File: src/hw/vtsc_cfg.svh
`ifndef VTSC_CFG_SVH
`define VTSC_CFG_SVH

// ----------------------------------------
// Register offsets
// ----------------------------------------
`define VTSC_ADDR_CONFIG    8'h25
`define VTSC_ADDR_CONTROL   8'h26
`define VTSC_ADDR_LINE_UP   8'h27
`define VTSC_ADDR_LINE_LO   8'h28
`define VTSC_ADDR_STATUS    8'h29
`define VTSC_ADDR_P0_UP     8'h2A
`define VTSC_ADDR_P0_LO     8'h2B
`define VTSC_ADDR_P1_UP     8'h2C
`define VTSC_ADDR_P1_LO     8'h2D

// ----------------------------------------
// Field positions, masks and reset values
// ----------------------------------------
`define VTSC_CFG_MODE_BIT   0
`define VTSC_CFG_FREE_BIT   1
`define VTSC_CFG_EARLY_BIT  3
`define VTSC_CFG_RES_LSB    4
`define VTSC_CFG_EDGE_BIT   6
`define VTSC_CFG_WMASK      8'h7B
`define VTSC_CTL_EN_LSB     0
`define VTSC_CTL_HOLD_BIT   4
`define VTSC_CTL_WMASK      8'h13
`define VTSC_STS_VALID_LSB  0
`define VTSC_STS_READY_BIT  4
`define VTSC_REG_RST        8'h00

// ----------------------------------------
// Tick periods
// ----------------------------------------
`define VTSC_CLK_PS         8000
`define VTSC_TICK00_PS      40000
`define VTSC_TICK01_PS      80000
`define VTSC_TICK10_PS      160000
`define VTSC_TICK11_PS      1000000
`define VTSC_TICK00_CYC     (`VTSC_TICK00_PS / `VTSC_CLK_PS)
`define VTSC_TICK01_CYC     (`VTSC_TICK01_PS / `VTSC_CLK_PS)
`define VTSC_TICK10_CYC     (`VTSC_TICK10_PS / `VTSC_CLK_PS)
`define VTSC_TICK11_CYC     (`VTSC_TICK11_PS / `VTSC_CLK_PS)

`endif

File: src/hw/vtsc_pkg.sv
package vtsc_pkg;

  // Video timing of one receive port
  typedef struct packed {
    logic line_start;
    logic frame_start;
  } vtsc_video_t;

  // Free-run frame start search
  typedef enum logic {VTSC_TRK_SEEK, VTSC_TRK_ARMED} vtsc_trk_t;

  typedef struct packed {
    logic [6:0]  div;
    logic [15:0] count;
  } vtsc_tick_st_t;

  typedef struct packed {
    vtsc_trk_t   trk;
    logic [15:0] line_cnt;
    logic        fire;
  } vtsc_trk_st_t;

  typedef struct packed {
    logic [7:0]       config_reg;
    logic [7:0]       control_reg;
    logic [7:0]       line_upper;
    logic [7:0]       line_lower;
    logic             sync_prev;
    logic [1:0]       valid;
    logic             ready;
    logic [1:0][15:0] stamp;
    logic [7:0]       rdata;
  } vtsc_top_st_t;

endpackage

File: src/hw/vtsc_top.sv
// Chosen here: the plain strobed port.
`timescale 1ns/100ps
`include "vtsc_cfg.svh"

module vtsc_top (
  input  wire  logic                             core_clk,
  input  wire  logic                             rst_b,
  input  wire  logic [7:0]                       reg_addr,
  input  wire  logic [7:0]                       reg_wdata,
  input  wire  logic                             reg_wr,
  input  wire  logic                             reg_rd,
  output logic       [7:0]                       reg_rdata,
  input  wire  logic                             frame_sync,
  input  wire  vtsc_pkg::vtsc_video_t [1:0]      port_video
);

  // ----------------------------------------
  // State and local signals
  // ----------------------------------------
  vtsc_pkg::vtsc_top_st_t st_r;
  vtsc_pkg::vtsc_top_st_t st_nxt;
  logic [15:0]            stamp_count;
  logic [1:0]             trk_fire;
  logic [1:0]             cap_en;
  logic [1:0]             frame_starts;
  logic [15:0]            line_sel;
  logic                   sync_sel;
  logic                   trig_mode;
  logic                   free_run;
  logic                   early_sel;
  logic                   hold;
  logic                   fs_edge;
  logic                   ctl_wr;
  logic                   hold_set;
  logic                   hold_rel;
  logic                   boundary;
  logic                   all_ok;
  logic [1:0]             en_nxt;

  // ----------------------------------------
  // Register read decode
  // ----------------------------------------
  function automatic logic [7:0] vtsc_read_byte(input logic [7:0]             addr,
                                                input vtsc_pkg::vtsc_top_st_t s);
    logic [7:0] v;
    v = 8'h00;
    case (addr)
      `VTSC_ADDR_CONFIG:  v = s.config_reg;
      `VTSC_ADDR_CONTROL: v = s.control_reg;
      `VTSC_ADDR_LINE_UP: v = s.line_upper;
      `VTSC_ADDR_LINE_LO: v = s.line_lower;
      `VTSC_ADDR_STATUS: begin
        v[`VTSC_STS_READY_BIT]      = s.ready;
        v[`VTSC_STS_VALID_LSB +: 2] = s.valid;
      end
      `VTSC_ADDR_P0_UP:   v = s.stamp[0][15:8];
      `VTSC_ADDR_P0_LO:   v = s.stamp[0][7:0];
      `VTSC_ADDR_P1_UP:   v = s.stamp[1][15:8];
      `VTSC_ADDR_P1_LO:   v = s.stamp[1][7:0];
      default:            v = 8'h00;
    endcase
    return v;
  endfunction

  // ----------------------------------------
  // Configuration fields
  // ----------------------------------------
  // Field views of the software registers
  assign sync_sel  = st_r.config_reg[`VTSC_CFG_EDGE_BIT];
  assign trig_mode = st_r.config_reg[`VTSC_CFG_MODE_BIT];
  assign free_run  = st_r.config_reg[`VTSC_CFG_FREE_BIT];
  assign early_sel = st_r.config_reg[`VTSC_CFG_EARLY_BIT];
  assign hold      = st_r.control_reg[`VTSC_CTL_HOLD_BIT];
  assign cap_en    = st_r.control_reg[`VTSC_CTL_EN_LSB +: 2];
  assign line_sel  = {st_r.line_upper, st_r.line_lower};

  // Active frame sync edge from the previous sample
  assign fs_edge = sync_sel ? (st_r.sync_prev & ~frame_sync)
                            : (~st_r.sync_prev & frame_sync);

  // Control writes that set or release the hold
  assign ctl_wr   = reg_wr && (reg_addr == `VTSC_ADDR_CONTROL);
  assign hold_set = ctl_wr && reg_wdata[`VTSC_CTL_HOLD_BIT];
  assign hold_rel = ctl_wr && !reg_wdata[`VTSC_CTL_HOLD_BIT] && hold;

  // Frame boundary that releases ready in normal operation
  assign frame_starts = {port_video[1].frame_start, port_video[0].frame_start};
  assign boundary     = free_run ? |(frame_starts & cap_en) : fs_edge;

  // ----------------------------------------
  // Timestamp counter and per-port trackers
  // ----------------------------------------
  vtsc_tick_gen u_tick (
    .core_clk    (core_clk),
    .rst_b       (rst_b),
    .res_sel     (st_r.config_reg[`VTSC_CFG_RES_LSB +: 2]),
    .stamp_count (stamp_count)
  );

  for (genvar p = 0; p < 2; p++) begin : g_port
    vtsc_port_track u_trk (
      .core_clk    (core_clk),
      .rst_b       (rst_b),
      .line_start  (port_video[p].line_start),
      .frame_start (port_video[p].frame_start),
      .fsync_evt   (fs_edge),
      .cap_enable  (cap_en[p]),
      .trig_mode   (trig_mode),
      .free_run    (free_run),
      .hold        (hold),
      .line_sel    (line_sel),
      .cap_pulse   (trk_fire[p])
    );
  end

  // ----------------------------------------
  // Next state
  // ----------------------------------------
  always_comb begin
    st_nxt           = st_r;
    st_nxt.sync_prev = frame_sync;
    // Software register writes, reserved bits stay zero
    if (reg_wr) begin
      case (reg_addr)
        `VTSC_ADDR_CONFIG:  st_nxt.config_reg  = reg_wdata & `VTSC_CFG_WMASK;
        `VTSC_ADDR_CONTROL: st_nxt.control_reg = reg_wdata & `VTSC_CTL_WMASK;
        `VTSC_ADDR_LINE_UP: st_nxt.line_upper  = reg_wdata;
        `VTSC_ADDR_LINE_LO: st_nxt.line_lower  = reg_wdata;
        default: begin
        end
      endcase
    end
    // Latch the counter for each enabled port, never while held
    for (int i = 0; i < 2; i++) begin
      if (trk_fire[i] && cap_en[i] && !hold) begin
        st_nxt.stamp[i] = stamp_count;
        st_nxt.valid[i] = 1'b1;
      end
    end
    // Leaving hold starts a fresh capture round
    if (hold_rel) begin
      st_nxt.valid = 2'h0;
    end
    // Round complete: judged on next valid bits and next enables, so enabling a port with no valid stamp drops ready
    en_nxt = st_nxt.control_reg[`VTSC_CTL_EN_LSB +: 2];
    all_ok = (en_nxt != 2'h0) && ((st_nxt.valid & en_nxt) == en_nxt);
    // Ready flag: early or at the next frame boundary
    if (hold_set || hold_rel || !all_ok) begin
      st_nxt.ready = 1'b0;
    end else if (!hold && (early_sel || boundary)) begin
      st_nxt.ready = 1'b1;
    end
    // Read data stand for one cycle only
    st_nxt.rdata = reg_rd ? vtsc_read_byte(reg_addr, st_r) : 8'h00;
  end

  // ----------------------------------------
  // State register
  // ----------------------------------------
  always_ff @(posedge core_clk) begin
    if (!rst_b) begin
      st_r             <= '0;
      st_r.config_reg  <= `VTSC_REG_RST;
      st_r.control_reg <= `VTSC_REG_RST;
      st_r.line_upper  <= `VTSC_REG_RST;
      st_r.line_lower  <= `VTSC_REG_RST;
    end else begin
      st_r <= st_nxt;
    end
  end

  assign reg_rdata = st_r.rdata;
endmodule

File: src/hw/vtsc_tick_gen.sv
`timescale 1ns/100ps
`include "vtsc_cfg.svh"

module vtsc_tick_gen (
  input  wire  logic        core_clk,
  input  wire  logic        rst_b,
  input  wire  logic [1:0]  res_sel,
  output logic       [15:0] stamp_count
);

  vtsc_pkg::vtsc_tick_st_t st_r;
  vtsc_pkg::vtsc_tick_st_t st_nxt;

  // Divider length in clock cycles for each resolution code
  function automatic logic [6:0] vtsc_period(input logic [1:0] sel);
    case (sel)
      2'h0:    vtsc_period = 7'(`VTSC_TICK00_CYC);
      2'h1:    vtsc_period = 7'(`VTSC_TICK01_CYC);
      2'h2:    vtsc_period = 7'(`VTSC_TICK10_CYC);
      default: vtsc_period = 7'(`VTSC_TICK11_CYC);
    endcase
  endfunction

  // Prescaler and free-running 16-bit counter, wraps after 65535
  always_comb begin
    st_nxt = st_r;
    if (st_r.div >= 7'(vtsc_period(res_sel) - 7'h01)) begin
      st_nxt.div   = 7'h00;
      st_nxt.count = 16'(st_r.count + 16'h0001);
    end else begin
      st_nxt.div = 7'(st_r.div + 7'h01);
    end
  end

  always_ff @(posedge core_clk) begin
    if (!rst_b) begin
      st_r <= '0;
    end else begin
      st_r <= st_nxt;
    end
  end

  assign stamp_count = st_r.count;
endmodule

File: src/hw/vtsc_port_track.sv
`timescale 1ns/100ps

module vtsc_port_track (
  input  wire  logic        core_clk,
  input  wire  logic        rst_b,
  input  wire  logic        line_start,
  input  wire  logic        frame_start,
  input  wire  logic        fsync_evt,
  input  wire  logic        cap_enable,
  input  wire  logic        trig_mode,
  input  wire  logic        free_run,
  input  wire  logic        hold,
  input  wire  logic [15:0] line_sel,
  output logic              cap_pulse
);

  vtsc_pkg::vtsc_trk_st_t st_r;
  vtsc_pkg::vtsc_trk_st_t st_nxt;
  logic [15:0]            line_next;
  logic                   line_hit;
  logic                   frame_hit;

  // Line counting and trigger selection
  assign line_next = 16'(st_r.line_cnt + 16'h0001);
  assign line_hit  = line_start && !frame_start && (line_next == line_sel);
  assign frame_hit = free_run ? (frame_start && st_r.trk == vtsc_pkg::VTSC_TRK_ARMED)
                              : fsync_evt;

  always_comb begin
    st_nxt      = st_r;
    st_nxt.fire = cap_enable && !hold && (trig_mode ? frame_hit : line_hit);
    if (line_start) begin
      st_nxt.line_cnt = line_next;
    end
    // Free-run search arms once the programmed line is reached
    case (st_r.trk)
      vtsc_pkg::VTSC_TRK_SEEK: begin
        if (line_start && line_next >= line_sel) begin
          st_nxt.trk = vtsc_pkg::VTSC_TRK_ARMED;
        end
      end
      vtsc_pkg::VTSC_TRK_ARMED: begin
      end
      default: begin
        st_nxt.trk = vtsc_pkg::VTSC_TRK_SEEK;
      end
    endcase
    if (frame_start) begin
      st_nxt.line_cnt = 16'h0000;
      st_nxt.trk      = vtsc_pkg::VTSC_TRK_SEEK;
    end
  end

  always_ff @(posedge core_clk) begin
    if (!rst_b) begin
      st_r <= '{trk: vtsc_pkg::VTSC_TRK_SEEK, line_cnt: 16'h0000, fire: 1'b0};
    end else begin
      st_r <= st_nxt;
    end
  end

  assign cap_pulse = st_r.fire;
endmodule

File: config.mk
export PLATFORM = sky130hd
export DESIGN_NAME = vtsc_top
export DESIGN_NICKNAME = d
export VERILOG_FILES = /design/src/hw/vtsc_pkg.sv /design/src/hw/vtsc_top.sv /design/src/hw/vtsc_tick_gen.sv /design/src/hw/vtsc_port_track.sv
export VERILOG_INCLUDE_DIRS = /design/src /design/src/hw
export SDC_FILE = /design/constraint.sdc
export NUM_CORES = 1
export LEC_CHECK = 0
export BUFFER_PORTS_ARGS = -buffer_cell sky130_fd_sc_hd__buf_2
export CORE_MARGIN = 4
export CORE_UTILIZATION = 64
export CTS_BUF_LIST = sky130_fd_sc_hd__clkbuf_2
export DETAILED_ROUTE_END_ITERATION = 8
export HOLD_SLACK_MARGIN = 0.06
export PLACE_DENSITY = 0.82
export SLEW_MARGIN = 25
export SYNTH_ARGS = -nofsm -noshare
export SYNTH_HDL_FRONTEND = slang
export SYNTH_HIERARCHICAL = 1
export SYNTH_SLANG_ARGS = --single-unit
File: constraint.sdc
create_clock -name core_clk -period 3.2 [get_ports core_clk]
set_input_delay 0.32 -clock core_clk [delete_from_list [all_inputs] [get_ports core_clk]]
set_output_delay 0.32 -clock core_clk [all_outputs]
set_load 0.02 [all_outputs]
# Word-level counts from Yosys, hierarchy flattened
# Cells that the tools add are included.
# word_totals
reg_bits	128
inputBits	25
# op_classes
add_sub_neg	5
n_lt_le_gt_ge	3
eq_ne	14
mux	22
n_bitwise	7
reduce_logical	42
# op_table
op	n
$eq 8x6->1 const B	9
$add 16x1->16 const B	3
$eq 16x16->1	2
$ge 16x16->1	2
$logic_and 1x1->1	22
$pmux 3 s7	1
$pmux 7 s3	1
$mux 18	1
$pmux 2 s9	1
$mux 8	2
$pmux 2 s7	1
$mux 1	12
$reduce_and 2->1	5
$reduce_or 2->1	5
$pmux 1 s9	1
$add 7x1->7 const B	1
$ge 7x7->1	1
$sub 7x1->7 const B	1
$logic_not 1->1	5
$and 2x2->2	2
$mux 2	2
$logic_or 1x1->1	3
$not 1->1	3
$and 1x1->1	2
5 further kinds	5

# Logic depth before layout (Yosys ltp)
# Gate-level depths: netlist (run 1).
# depth
word_depth	11
mapped_depth	13
mapped_depth_nobuf	11

# Hierarchy
# Netlist (run 1), hierarchy kept.
# modules_own_cells
mod	instances	cells_per_inst	area_each_um2	seq_area_each_um2
vtsc_top	1	393	3382.0	1381.3
vtsc_port_track	2	182	1483.9	360.3
vtsc_tick_gen	1	163	1361.3	460.4

# Worst setup path before layout (run 1)
# Ideal clock, no wire load.
# synth_path
path_kind	register -> register
start	reg st_r[72] (netlist name)
end	reg u_tick.st_r, in the netlist u_tick/stamp_count[6]
t_arrival_ns	2.515
required_time_ns	3.130
path_slack_ns	0.615
stages_incl_launch_ff	12
n_path_buf	1
period_less_slack_ns	2.585
cell_sequence	dfxtp_1 inv_1 ha_1 nor2b_1 xnor2_1 nor2_1 ha_1 nand4_1 o311a_1 buf_6 or4_1 a21oi_1
# synth_rtl
item	line_no	rtl
end signal, assigned	vtsc_tick_gen.sv:39	st_r <= st_nxt;
end, declared	vtsc_tick_gen.sv:11	vtsc_pkg::vtsc_tick_st_t st_r;

# Final worst setup path (run 1)
# layout_path
start	reg g_port[1].u_trk/st_r[1] (netlist bit)
end	reg g_port[1].u_trk/st_r[17] (netlist bit)
# layout_via
elab_chain_len	5
# layout_lines
item	line_no	rtl
start, declared	vtsc_port_track.sv:17	vtsc_pkg::vtsc_trk_st_t st_r;
start signal, assigned	vtsc_port_track.sv:56	st_r <= '{trk: vtsc_pkg::VTSC_TRK_SEEK, line_cnt: 16'h0000, fire: 1'b0};
start signal, assigned	vtsc_port_track.sv:58	st_r <= st_nxt;
$add 16x1->16	vtsc_port_track.sv:24	assign line_next = 16'(st_r.line_cnt + 16'h0001);
named net g_port[1].u_trk.line_next[14]	vtsc_port_track.sv:19	logic [15:0] line_next;
$ge 16x16->1	vtsc_port_track.sv:38	if (line_start && line_next >= line_sel) begin
$logic_and 1x1->1	vtsc_port_track.sv:38	
$mux 1	vtsc_port_track.sv:38	
$mux 1	vtsc_port_track.sv:36	case (st_r.trk)
# The timed path passes the listed nets, and every way through them passes these cells.
# A chain may end at the register's enable or synchronous reset.

==> run_results.csv, run 1 <==
group,metric,value,unit
pwr,total_power,0.002849,W
sta,hold_violations,0,
worst_setup_path,path_max_fanout,7,
min_path,holdPathStages,5,
route,drc,0,
worst_setup_path,worst-setup-path-type,"register to register",
cts,clock-sinks,128,
route,finalWirelength,17850,µm
global_routing,antenna_found_initial,0,
pwr,internal_power,0.002121,W
yosys,synthTopCellsByArea,"dfxtp_1 (33%), ha_1 (7.6%), nand2_1 (5.4%), a21boi_0 (4.3%), xnor2_1 (3.9%)",
finish,final_util,69.94,%
worst_setup_path,critPathCaptureType,"register",
finish,multi_input_area,0.004549,mm²
min_path,min_from,"reg_addr[4]",
yosys,synthesis.nets,992,
yosys,ys.warnings.count,6,
pwr,peakVddDrop,0.0002901,V
cts,clkLatencyLatePin,0.70,ns
cts,cts_tree,"done",
sta,fmax,336.6,MHz
yosys,async_flop_share,0,%
floorplanning,dieArea,0.01387,mm²
floorplanning,rows,39,
worst_setup_path,r2r-start,"g_port[1].u_trk/st_r[1]$_SDFFE_PP0P_",
run_status,outcome,"completed",
yosys,syn_area_per_cell,8.382,µm²
placed_design,dpl.hpwl,12600,µm
finish,regArea,0.002562,mm²
sta,slew_headroom,45.22,%
route,route.vias.total,6461,
placed_design,gp_congestion,0.9468,
cts,cts_made_buffers,17,
sta,skew,0.03650,ns
route,vias_per_cell,5.994,
pwr,p_comb_share,6.7,%
route,drt_iter0_markers,650,
min_path,hold_class,"input pin to register",
cts,cts_setup_buffers,0,
worst_setup_path,cp_cell_sequence,"ha_1 > and4_1 > and2_4 > nand2_1 > xnor2_1 > ha_1 > a21oi_1 > a21boi_0 > a2111oi_0 > a31oi_1",
global_routing,grt_max_degree,32,
pwr,p_clk_share,36.4,%
worst_setup_path,cpLargestDelayFamily,"compound AO/OA/AOI/OAI gates",
floorplanning,ios,33,
sta,setup_tns,0,ns
worst_setup_path,cpMostUsedCell,"ha_1",
route,wire_per_inst,16.56,µm
route,dr.pass1.iters,7,
pwr,p_leak,2.914,nW
worst_setup_path,critPathMaxStageDelay,0.55,ns
worst_setup_path,rr_worst_depth,10,
yosys,yosys-top-cells-count,"dfxtp_1 (128), nand2_1 (111), nor2_1 (61), inv_1 (51), ha_1 (47)",
finish,n_antenna_cell,0,
worst_setup_path,crit_required,3.78,ns
global_routing,track_usage,25.81,%
sta,setup_violations,0,
cts,clk_pin_slew,0.19,ns
global_routing,overflow,0,
global_routing,grt_first_pass_wirelength,29500,µm
pwr,p_sw,0.0007276,W
global_routing,grt_pass1_vias,5810,
yosys,synth_top_area_share,33.23,%
sta,grt_setup_unrepaired,"false",
yosys,synth_cells,920,
placed_design,numPlacedInstances,1026,
yosys,synth_most_common_cell,"dfxtp_1",
cts,cts_buffer_depth,2,
sta,worstMarginPinSlew,0.8156,ns
floorplanning,start_util,66.40,%
finish,syn_to_final_growth,5.338,%
floorplanning,die_x,117.8,µm
finish,post_route_cells_drive_above_1_share,10.80,%
yosys,synth_ff_type,"dfxtp_1",
worst_setup_path,critPathSlowestCell,"dfxtp_1",
floorplanning,fp.coreArea,0.01161,mm²
sta,slew_violations,0,
worst_setup_path,critPathBufInv,0,
sta,min_period_over_period,92.83,%
finish,fill_cells,923,
route,ant_nets,0,
worst_setup_path,critPathArrivalTime,3.55,ns
yosys,synth_seq_cells,128,
yosys,synth_edf_count,0,
sta,period_needed,2.971,ns
worst_setup_path,r2r_end,"g_port[1].u_trk/st_r[17]$_SDFF_PP0_",
yosys,synthesis.area,0.007711,mm²
pwr,sequentialPowerShare,57.0,%
finish,fin_cells,1078,
placed_design,io_buffer_count,32,
run,maxCapViolations,0,
pwr,cellPowerDensity,350.7,mW/mm²
yosys,ys_types,67,
worst_setup_path,r2r_slack,0.23,ns
yosys,yosysSeqAreaShare,33.23,%
finish,nets,994,
min_path,holdPathEnd,"reg_rdata[0]$_SDFF_PN0_",
yosys,synth_area_leader_cell,"dfxtp_1",
cts,clockRootBuffer,"clkbuf_2",
pwr,p_sw_share,25.54,%
worst_setup_path,setup.worst_path.start_class,"register",
floorplanning,chipHeight,117.8,µm
cts,h-tree-depth,4,
==> power groups by stage <==
stage | sequential, W | clock (W) | combinational (W)
global route | 0.00163 | 0.00112 | 0.000209
finish | 0.00162 | 0.00104 | 0.000190
detailed placement | 0.00165 | 0 | 0.000168
global placement | 0.00165 | 0 | 0.000166
CTS | 0.00162 | 0.00106 | 0.000186
floorplan | 0.00165 | 0 | 0.000124
==> per-stage QoR <==
step / area (µm²) / setup WS, ns / hold WS, ns
detailed placement: 7679 / 0.1804 / 0.4587
CTS: 8122 / 0.1384 / 0.08423
global placement: 7679 / 0.2800 / 0.4407
global route: 8123 / 0.05942 / 0.1120
floorplan: 7711 / 0.6150 / 0.4297
finish: 8123 / 0.2293 / 0.1577
==> cells in the final DEF (no fill, tap or decap), types with 5 or more instances in the layout <==
cell,synthesis,layout
nor2b_1,24,24
dlygate4sd3_1,0,20
a31oi_1,10,10
nand3_1,38,38
dfxtp_1,128,128
nand4_1,25,25
or3_1,15,15
mux2_2,7,7
mux2i_1,27,27
nor3_1,18,18
and3_1,11,11
o21ai_0,26,26
xnor2_1,34,34
nand2b_1,11,11
nor4b_1,6,6
a21oi_1,31,31
a32oi_1,5,5
nor2_1,61,61
a21boi_0,44,44
and2_1,5,5
ha_1,47,47
inv_1,51,51
a22oi_1,7,7
xor2_1,25,25
buf_2,12,32
clkbuf_2,0,20
nand2_1,111,111
==> flip-flops by register name, summed over array words and instances, names as in the netlist <==
register and cells:
u_tick/st_r 7, hold 1, st_r 40, free_run 1, g_port.u_trk/st_r 34, g_port.u_trk/cap_pulse 2, cap_en 2, reg_rdata 8
line_sel 16, early_sel 1, u_tick/stamp_count 16
==> layer usage <==
metal  vias to the layer above  part of all wire, %  wire length, µm  GRT usage (%)
li1                       3197                    -                -              -
met1                      3006                   49             8674          38.83
met2                       234                   43             7609          36.90
met3                        24                  7.5             1339          6.295
met4                         0                  1.3              229          6.520
met5                         -                    0                0              0
==> kinds of logic (layout without fill, tap and decap cells) <==
kind of cell,count (synthesis),count (layout),share of synthesized area (%)
adders and majority gates,47,47,7.626
xor gates and xnor gates,59,59,6.701
DFF,128,128,33.23
buffers and inverters,126,141,7.788
muxes,34,34,4.527
and+or+nand+nor,368,368,26.33
AOI/OAI and AO/OA,158,158,13.79
==> worst reg2reg max path, stage by stage (launching register included) <==
cell	delay, ns
dfxtp_1	0.55
ha_1	0.31
and4_1	0.36
and2_4	0.22
nand2_1	0.06
xnor2_1	0.12
ha_1	0.30
a21oi_1	0.15
a21boi_0	0.10
a2111oi_0	0.51
a31oi_1	0.17
==> worst max-delay path by stage <==
stage	depth (start not counted)	startpoint	endpoint	slack, ns
2_1_floorplan	11	st_r[72]$_SDFFE_PN0P_	u_tick/stamp_count[6]$_SDFFE_PN0P_	0.61
4_1_cts	10	st_r[72]$_SDFFE_PN0P_	u_tick/stamp_count[6]$_SDFFE_PN0P_	0.14
3_5_place_dp	10	st_r[72]$_SDFFE_PN0P_	u_tick/stamp_count[8]$_SDFFE_PN0P_	0.18
6_report	10	g_port[1].u_trk/st_r[1]$_SDFFE_PP0P_	g_port[1].u_trk/st_r[17]$_SDFF_PP0_	0.23
5_1_grt	10	st_r[72]$_SDFFE_PN0P_	u_tick/stamp_count[6]$_SDFFE_PN0P_	0.06
3_3_place_gp	10	st_r[72]$_SDFFE_PN0P_	u_tick/stamp_count[6]$_SDFFE_PN0P_	0.28
==> what timing repair did <==
action / in CTS / in global routing
endpoints found under the setup margin: 0 / 7
hold buffers: 20 / 0
endpoints found under the hold margin: 53 / 0
gates resized for setup: 0 / 1
==> area by class of cell <==
class	count	share of cell area (%)
clock inverter	12	1.756
tap	143	2.203
clock buffer	20	1.232
multi-input combinational	666	56.01
sequential	128	31.55
inverter	53	2.449
timing repair buffer	56	4.806
Note: power is estimated with default switching activity, not from simulation.
==> run 2, diff against run 1 <==
==> constraint.sdc (replaced) <==
create_clock -name core_clk -period 3.4 [get_ports core_clk]
set_input_delay 0.34 -clock core_clk [delete_from_list [all_inputs] [get_ports core_clk]]
set_output_delay 0.34 -clock core_clk [all_outputs]
set_load 0.02 [all_outputs]
==> run_results.csv, run 2 (synthesized netlist as in run 1, its figures left out) <==
group,metric,value,unit
route,dr.pass1.iters,7,
worst_setup_path,worst-setup-path-type,"register to register",
floorplanning,die_x,117.8,µm
worst_setup_path,crit_required,4.06,ns
route,ant_nets,0,
route,drt_iter0_markers,669,
route,route.vias.total,6478,
global_routing,antenna_found_initial,0,
route,wire_per_inst,16.67,µm
route,drc,0,
cts,cts_tree,"done",
worst_setup_path,path_max_fanout,25,
worst_setup_path,critPathArrivalTime,3.72,ns
worst_setup_path,cp_cell_sequence,"inv_1 > ha_1 > nor2b_1 > xnor2_1 > nor2_1 > ha_1 > nand4_1 > o311a_1 > buf_4 > or3_1 > a21oi_1",
finish,regMostFlops,"st_r",
placed_design,dp_slack,0.4423,ns
cts,clockRootBuffer,"clkbuf_2",
cts,h-tree-depth,4,
finish,n_antenna_cell,0,
run_status,outcome,"completed",
placed_design,dpl.hpwl,12700,µm
sta,worstMarginPinSlew,0.8626,ns
floorplanning,fp.coreArea,0.01161,mm²
worst_setup_path,setup.worst_path.start_class,"register",
route,finalWirelength,18080,µm
global_routing,overflow,0,
sta,setup_slack,0.3322,ns
global_routing,track_usage,26.35,%
pwr,p_leak,2.925,nW
cts,clkLatencyLatePin,0.74,ns
worst_setup_path,cpMostUsedCell,"ha_1",
pwr,cellPowerDensity,324.5,mW/mm²
sta,fmax,326.0,MHz
worst_setup_path,rr_worst_depth,11,
finish,nets,1001,
sta,skew,0.02995,ns
finish,syn_to_final_growth,6.004,%
placed_design,io_buffer_count,32,
sta,setup_violations,0,
global_routing,grt_first_pass_wirelength,29810,µm
sta,hold_violations,0,
sta,period_needed,3.068,ns
cts,clk_pin_slew,0.22,ns
placed_design,placed_area,0.007694,mm²
sta,whs,0.1169,ns
cts,clock-sinks,128,
finish,final_cell_mix,"dfxtp_1 (128), nand2_1 (111), nor2_1 (61)",
finish,largestRegisters,"st_r x40, g_port.u_trk/st_r x34",
placed_design,gp_congestion,0.9876,
sta,slew_headroom,42.49,%
sta,min_period_over_period,90.23,%
finish,fin_cells,1085,
floorplanning,ios,33,
sta,setup_tns,0,ns
pwr,peakVddDrop,0.0002058,V
global_routing,grt_max_degree,30,
worst_setup_path,critPathSlowestCell,"o311a_1",
sta,grt_setup_unrepaired,"false",
min_path,holdPathStages,5,
floorplanning,chipHeight,117.8,µm
route,vias_per_cell,5.971,
run,maxCapViolations,0,
worst_setup_path,critPathMaxStageDelay,0.65,ns
floorplanning,rows,39,
worst_setup_path,critPathCaptureType,"register",
cts,cts_resized,0,
cts,cts_made_buffers,17,
cts,cts_buffer_depth,2,
finish,final_common_cell,"dfxtp_1",
global_routing,grt_pass1_vias,5867,
finish,post_route_cells_drive_above_1_share,10.83,%
finish,largest_reg_flops,40,
min_path,hold_class,"input pin to register",
floorplanning,start_util,66.40,%
placed_design,numPlacedInstances,1028,
floorplanning,dieArea,0.01387,mm²
sta,slew_violations,0,
finish,postLayoutCellArea,0.008174,mm²
run 2: stage by stage:
stage,utilization (%),power [W]
3_3_place_gp,66.25,0.001716
4_1_cts,70.38,0.002658
6_report,70.38,0.002652
5_1_grt,70.38,0.002755
3_5_place_dp,66.25,0.001718
2_1_floorplan,-,0.001670
run 2: critical path: cells and delay by family, from the launching register on:
family                   cells  cell delay (ns)
AND/OR/NAND/NOR              4             0.63
buffers and inverters        2             0.35
AO/OA/AOI/OAI                2             0.80
adder cells (fa/ha/maj)      2             0.56
flip-flops                   1             0.50
XOR/XNOR                     1             0.13
run 2: routing by layer:
metal / up-vias / global-route usage (%) / routed length [µm]
li1: 3212 / - / -
met1: 3021 / 37.12 / 8470
met2: 208 / 38.81 / 7903
met3: 37 / 6.583 / 1306
met4: 0 / 10.04 / 400
met5: - / 0 / 0
run 2: timing repair:
item / in CTS / in global routing
hold buffers: 25 / 0
endpoints found under the hold margin: 59 / 0
buffers inserted: 0 / 0
run 2: cell type report:
| cell class | count | area [µm²] |
|---|---|---|
| sequential | 128 | 2562 |
| tap | 143 | 178.9 |
| timing repair buffer | 63 | 455.4 |
| clock buffer | 17 | 85.08 |
| fill | 914 | 3440 |
| inverter | 53 | 198.9 |
| clock inverter | 15 | 145.1 |
| multi-input combinational | 666 | 4548 |
run 2: worst paths after layout:
check / start / end / slack, ns
worst max register to register: st_r[72]$_SDFFE_PN0P_ / u_tick/stamp_count[14]$_SDFFE_PN0P_ / 0.33
worst max-delay path: st_r[72]$_SDFFE_PN0P_ / u_tick/stamp_count[14]$_SDFFE_PN0P_ / 0.33
worst min register to register: st_r[10]$_SDFFE_PN0P_ / st_r[10]$_SDFFE_PN0P_ / 0.48
worst min-delay path: reg_addr[7] / reg_rdata[0]$_SDFF_PN0_ / 0.12
run 2: where the power goes:
| part | leakage, nW | internal (W) | switching, W |
|---|---|---|---|
| Sequential | 1.03 | 0.00151 | 0.0000139 |
| Combinational | 1.76 | 0.0000749 | 0.000109 |
| Clock | 0.135 | 0.000331 | 0.000610 |
| Total | 2.93 | 0.00192 | 0.000733 |
==> run 3, diff against run 2 <==
--- a/config.mk
+++ b/config.mk
@@ -7,12 +7,12 @@
 export NUM_CORES = 1
 export LEC_CHECK = 0
 export BUFFER_PORTS_ARGS = -buffer_cell sky130_fd_sc_hd__buf_2
+export CAP_MARGIN = 30
 export CORE_MARGIN = 4
-export CORE_UTILIZATION = 64
-export CTS_BUF_LIST = sky130_fd_sc_hd__clkbuf_2
+export CORE_UTILIZATION = 62
 export DETAILED_ROUTE_END_ITERATION = 8
 export HOLD_SLACK_MARGIN = 0.06
-export PLACE_DENSITY = 0.82
+export PLACE_DENSITY = 0.8
 export SLEW_MARGIN = 25
 export SYNTH_ARGS = -nofsm -noshare
 export SYNTH_HDL_FRONTEND = slang
==> run_results.csv, run 3 (synthesized netlist as in run 1, its figures left out) <==
group,metric,value,unit
min_path,holdPathEnd,"st_r[43]$_SDFF_PN0_",
worst_setup_path,cpMostUsedCell,"ha_1",
cts,cts_setup_buffers,0,
finish,largestRegisters,"st_r x40, g_port.u_trk/st_r x34",
finish,n_antenna_cell,0,
pwr,p_clk_share,54.1,%
sta,slew_headroom,47.73,%
worst_setup_path,path_max_fanout,25,
finish,post_route_cells_drive_above_1_share,11.44,%
run,maxCapViolations,0,
cts,clockRootBuffer,"clkbuf_16",
pwr,p_sw,0.0007783,W
worst_setup_path,r2r_slack,0.40,ns
min_path,min_from,"frame_sync",
global_routing,grt_first_pass_wirelength,30300,µm
sta,whs,0.1639,ns
finish,largest_reg_flops,40,
floorplanning,die_x,119.5,µm
global_routing,track_usage,26.53,%
floorplanning,dieArea,0.01429,mm²
worst_setup_path,critPathSlowestCell,"or4_1",
cts,clk_pin_slew,0.06,ns
pwr,peakVddDrop,0.0003435,V
sta,fmax,332.9,MHz
floorplanning,start_util,63.67,%
worst_setup_path,crit_required,3.75,ns
finish,final_util,69.32,%
worst_setup_path,r2r-start,"st_r[72]$_SDFFE_PN0P_",
sta,min_period_over_period,88.35,%
finish,regArea,0.002562,mm²
cts,cts_resized,0,
cts,h-tree-depth,4,
cts,clock-sinks,128,
worst_setup_path,critPathMaxStageDelay,0.51,ns
floorplanning,chipHeight,119.5,µm
global_routing,grt_pass1_vias,6074,
route,ant_nets,0,
placed_design,io_buffer_count,32,
cts,clkLatencyLatePin,0.42,ns
placed_design,gp_congestion,0.9534,
finish,syn_to_final_growth,8.876,%
finish,nets,977,
worst_setup_path,cp_cell_sequence,"inv_1 > ha_1 > nor2b_1 > xnor2_1 > nor2_1 > ha_1 > nand4_1 > o311a_1 > buf_6 > or4_1 > a21oi_1",
route,vias_per_cell,6.005,
route,drc,0,
global_routing,overflow,0,
route,drt_iter0_markers,728,
sta,slew_violations,0,
global_routing,grt_max_degree,35,
pwr,p_leak,3.024,nW
floorplanning,fp.coreArea,0.01211,mm²
floorplanning,ios,33,
pwr,internal_power,0.002914,W
worst_setup_path,worst-setup-path-type,"register to register",
finish,regMostFlops,"st_r",
worst_setup_path,cpLargestDelayFamily,"simple AND/OR/NAND/NOR gates",
finish,multi_input_area,0.004548,mm²
finish,final_cell_mix,"dfxtp_1 (128), nand2_1 (111), nor2_1 (61)",
route,dr.pass1.iters,6,
run_status,outcome,"completed",
pwr,sequentialPowerShare,41.3,%
placed_design,dpl.hpwl,12730,µm
sta,setup_violations,0,
min_path,hold_class,"input pin to register",
route,route.vias.total,6521,
pwr,p_sw_share,21.08,%
global_routing,antenna_found_initial,0,
cts,cts_made_buffers,17,
finish,final_common_cell,"dfxtp_1",
sta,setup_slack,0.3961,ns
cts,cts_buffer_depth,2,
route,wire_per_inst,16.98,µm
sta,worstMarginPinSlew,0.7781,ns
sta,period_needed,3.004,ns
route,finalWirelength,18440,µm
worst_setup_path,rr_worst_depth,11,
cts,ctsHoldBuffers,0,
worst_setup_path,critPathArrivalTime,3.35,ns
pwr,total_power,0.003692,W
min_path,holdPathStages,2,
floorplanning,rows,40,
worst_setup_path,critPathCaptureType,"register",
cts,cts_tree,"done",
pwr,cellPowerDensity,439.8,mW/mm²
placed_design,dp_slack,0.3204,ns
sta,hold_violations,0,
worst_setup_path,r2r_end,"u_tick/stamp_count[5]$_SDFFE_PN0P_",
worst_setup_path,critPathBufInv,2,
sta,setup_tns,0,ns
sta,grt_setup_unrepaired,"false",
sta,skew,0.005949,ns
finish,fill_cells,947,
pwr,p_comb_share,4.6,%
worst_setup_path,setup.worst_path.start_class,"register",
run 3: cell count changes in the layout (fill, tap and decap cells not counted), moves of 2 or more:
cell,delta
clkinvlp_4,-2
dlygate4sd3_1,-25
clkbuf_2,-17
clkinv_4,-2
clkbuf_8,+6
clkbuf_16,+17
clkinv_1,-2
bufinv_16,+2
run 3: layout make-up:
cell class | count | area share (%)
clock buffers | 23 | 6.051
clock inverters | 9 | 1.803
inverters | 53 | 2.370
multi-input cells | 666 | 54.17
flip-flops and latches | 128 | 30.52
well taps | 168 | 2.504
repair buffers | 39 | 2.578
run 3: layer usage:
layer  up-vias  GRT usage [%]  share of wire (%)
met1      3092          36.68                 45
met4         0          9.162                1.9
met5         -              0                  0
met2       241          40.29                 45
met3        28          6.880                7.8
li1       3160              -                  -
run 3: worst max path at each step:
stage / from / endpoint / slack, ns / cells past startpoint
6_report: st_r[72]$_SDFFE_PN0P_ / u_tick/stamp_count[5]$_SDFFE_PN0P_ / 0.40 / 11
5_1_grt: st_r[72]$_SDFFE_PN0P_ / u_tick/stamp_count[6]$_SDFFE_PN0P_ / 0.23 / 11
4_1_cts: st_r[72]$_SDFFE_PN0P_ / u_tick/stamp_count[11]$_SDFFE_PN0P_ / 0.29 / 10
3_5_place_dp: st_r[72]$_SDFFE_PN0P_ / u_tick/stamp_count[11]$_SDFFE_PN0P_ / 0.32 / 10
3_3_place_gp: st_r[72]$_SDFFE_PN0P_ / u_tick/stamp_count[6]$_SDFFE_PN0P_ / 0.48 / 10
2_1_floorplan: st_r[72]$_SDFFE_PN0P_ / u_tick/stamp_count[6]$_SDFFE_PN0P_ / 0.81 / 11
run 3: through the flow:
step	instance area (µm²)	instances
6_report	8396	1086
5_1_grt	8396	1086
4_1_cts	8384	1085
3_5_place_dp	7725	1053
3_3_place_gp	7725	1053
2_1_floorplan	7711	920
run 3: power by group through the flow:
stage | Combinational, W | Clock [W] | Sequential, W
after floorplan | 0.000117 | 0 | 0.00155
after global routing | 0.000184 | 0.00209 | 0.00153
after CTS | 0.000164 | 0.00202 | 0.00152
after detailed placement | 0.000162 | 0 | 0.00156
after global placement | 0.000159 | 0 | 0.00156
final | 0.000169 | 0.00200 | 0.00153
run 3: worst reg2reg max path, stage by stage (launching register included):
cell     delay (ns)
dfxtp_1        0.44
inv_1          0.07
ha_1           0.31
nor2b_1        0.16
xnor2_1        0.15
nor2_1         0.07
ha_1           0.28
nand4_1        0.10
o311a_1        0.47
buf_6          0.21
or4_1          0.52
a21oi_1        0.16
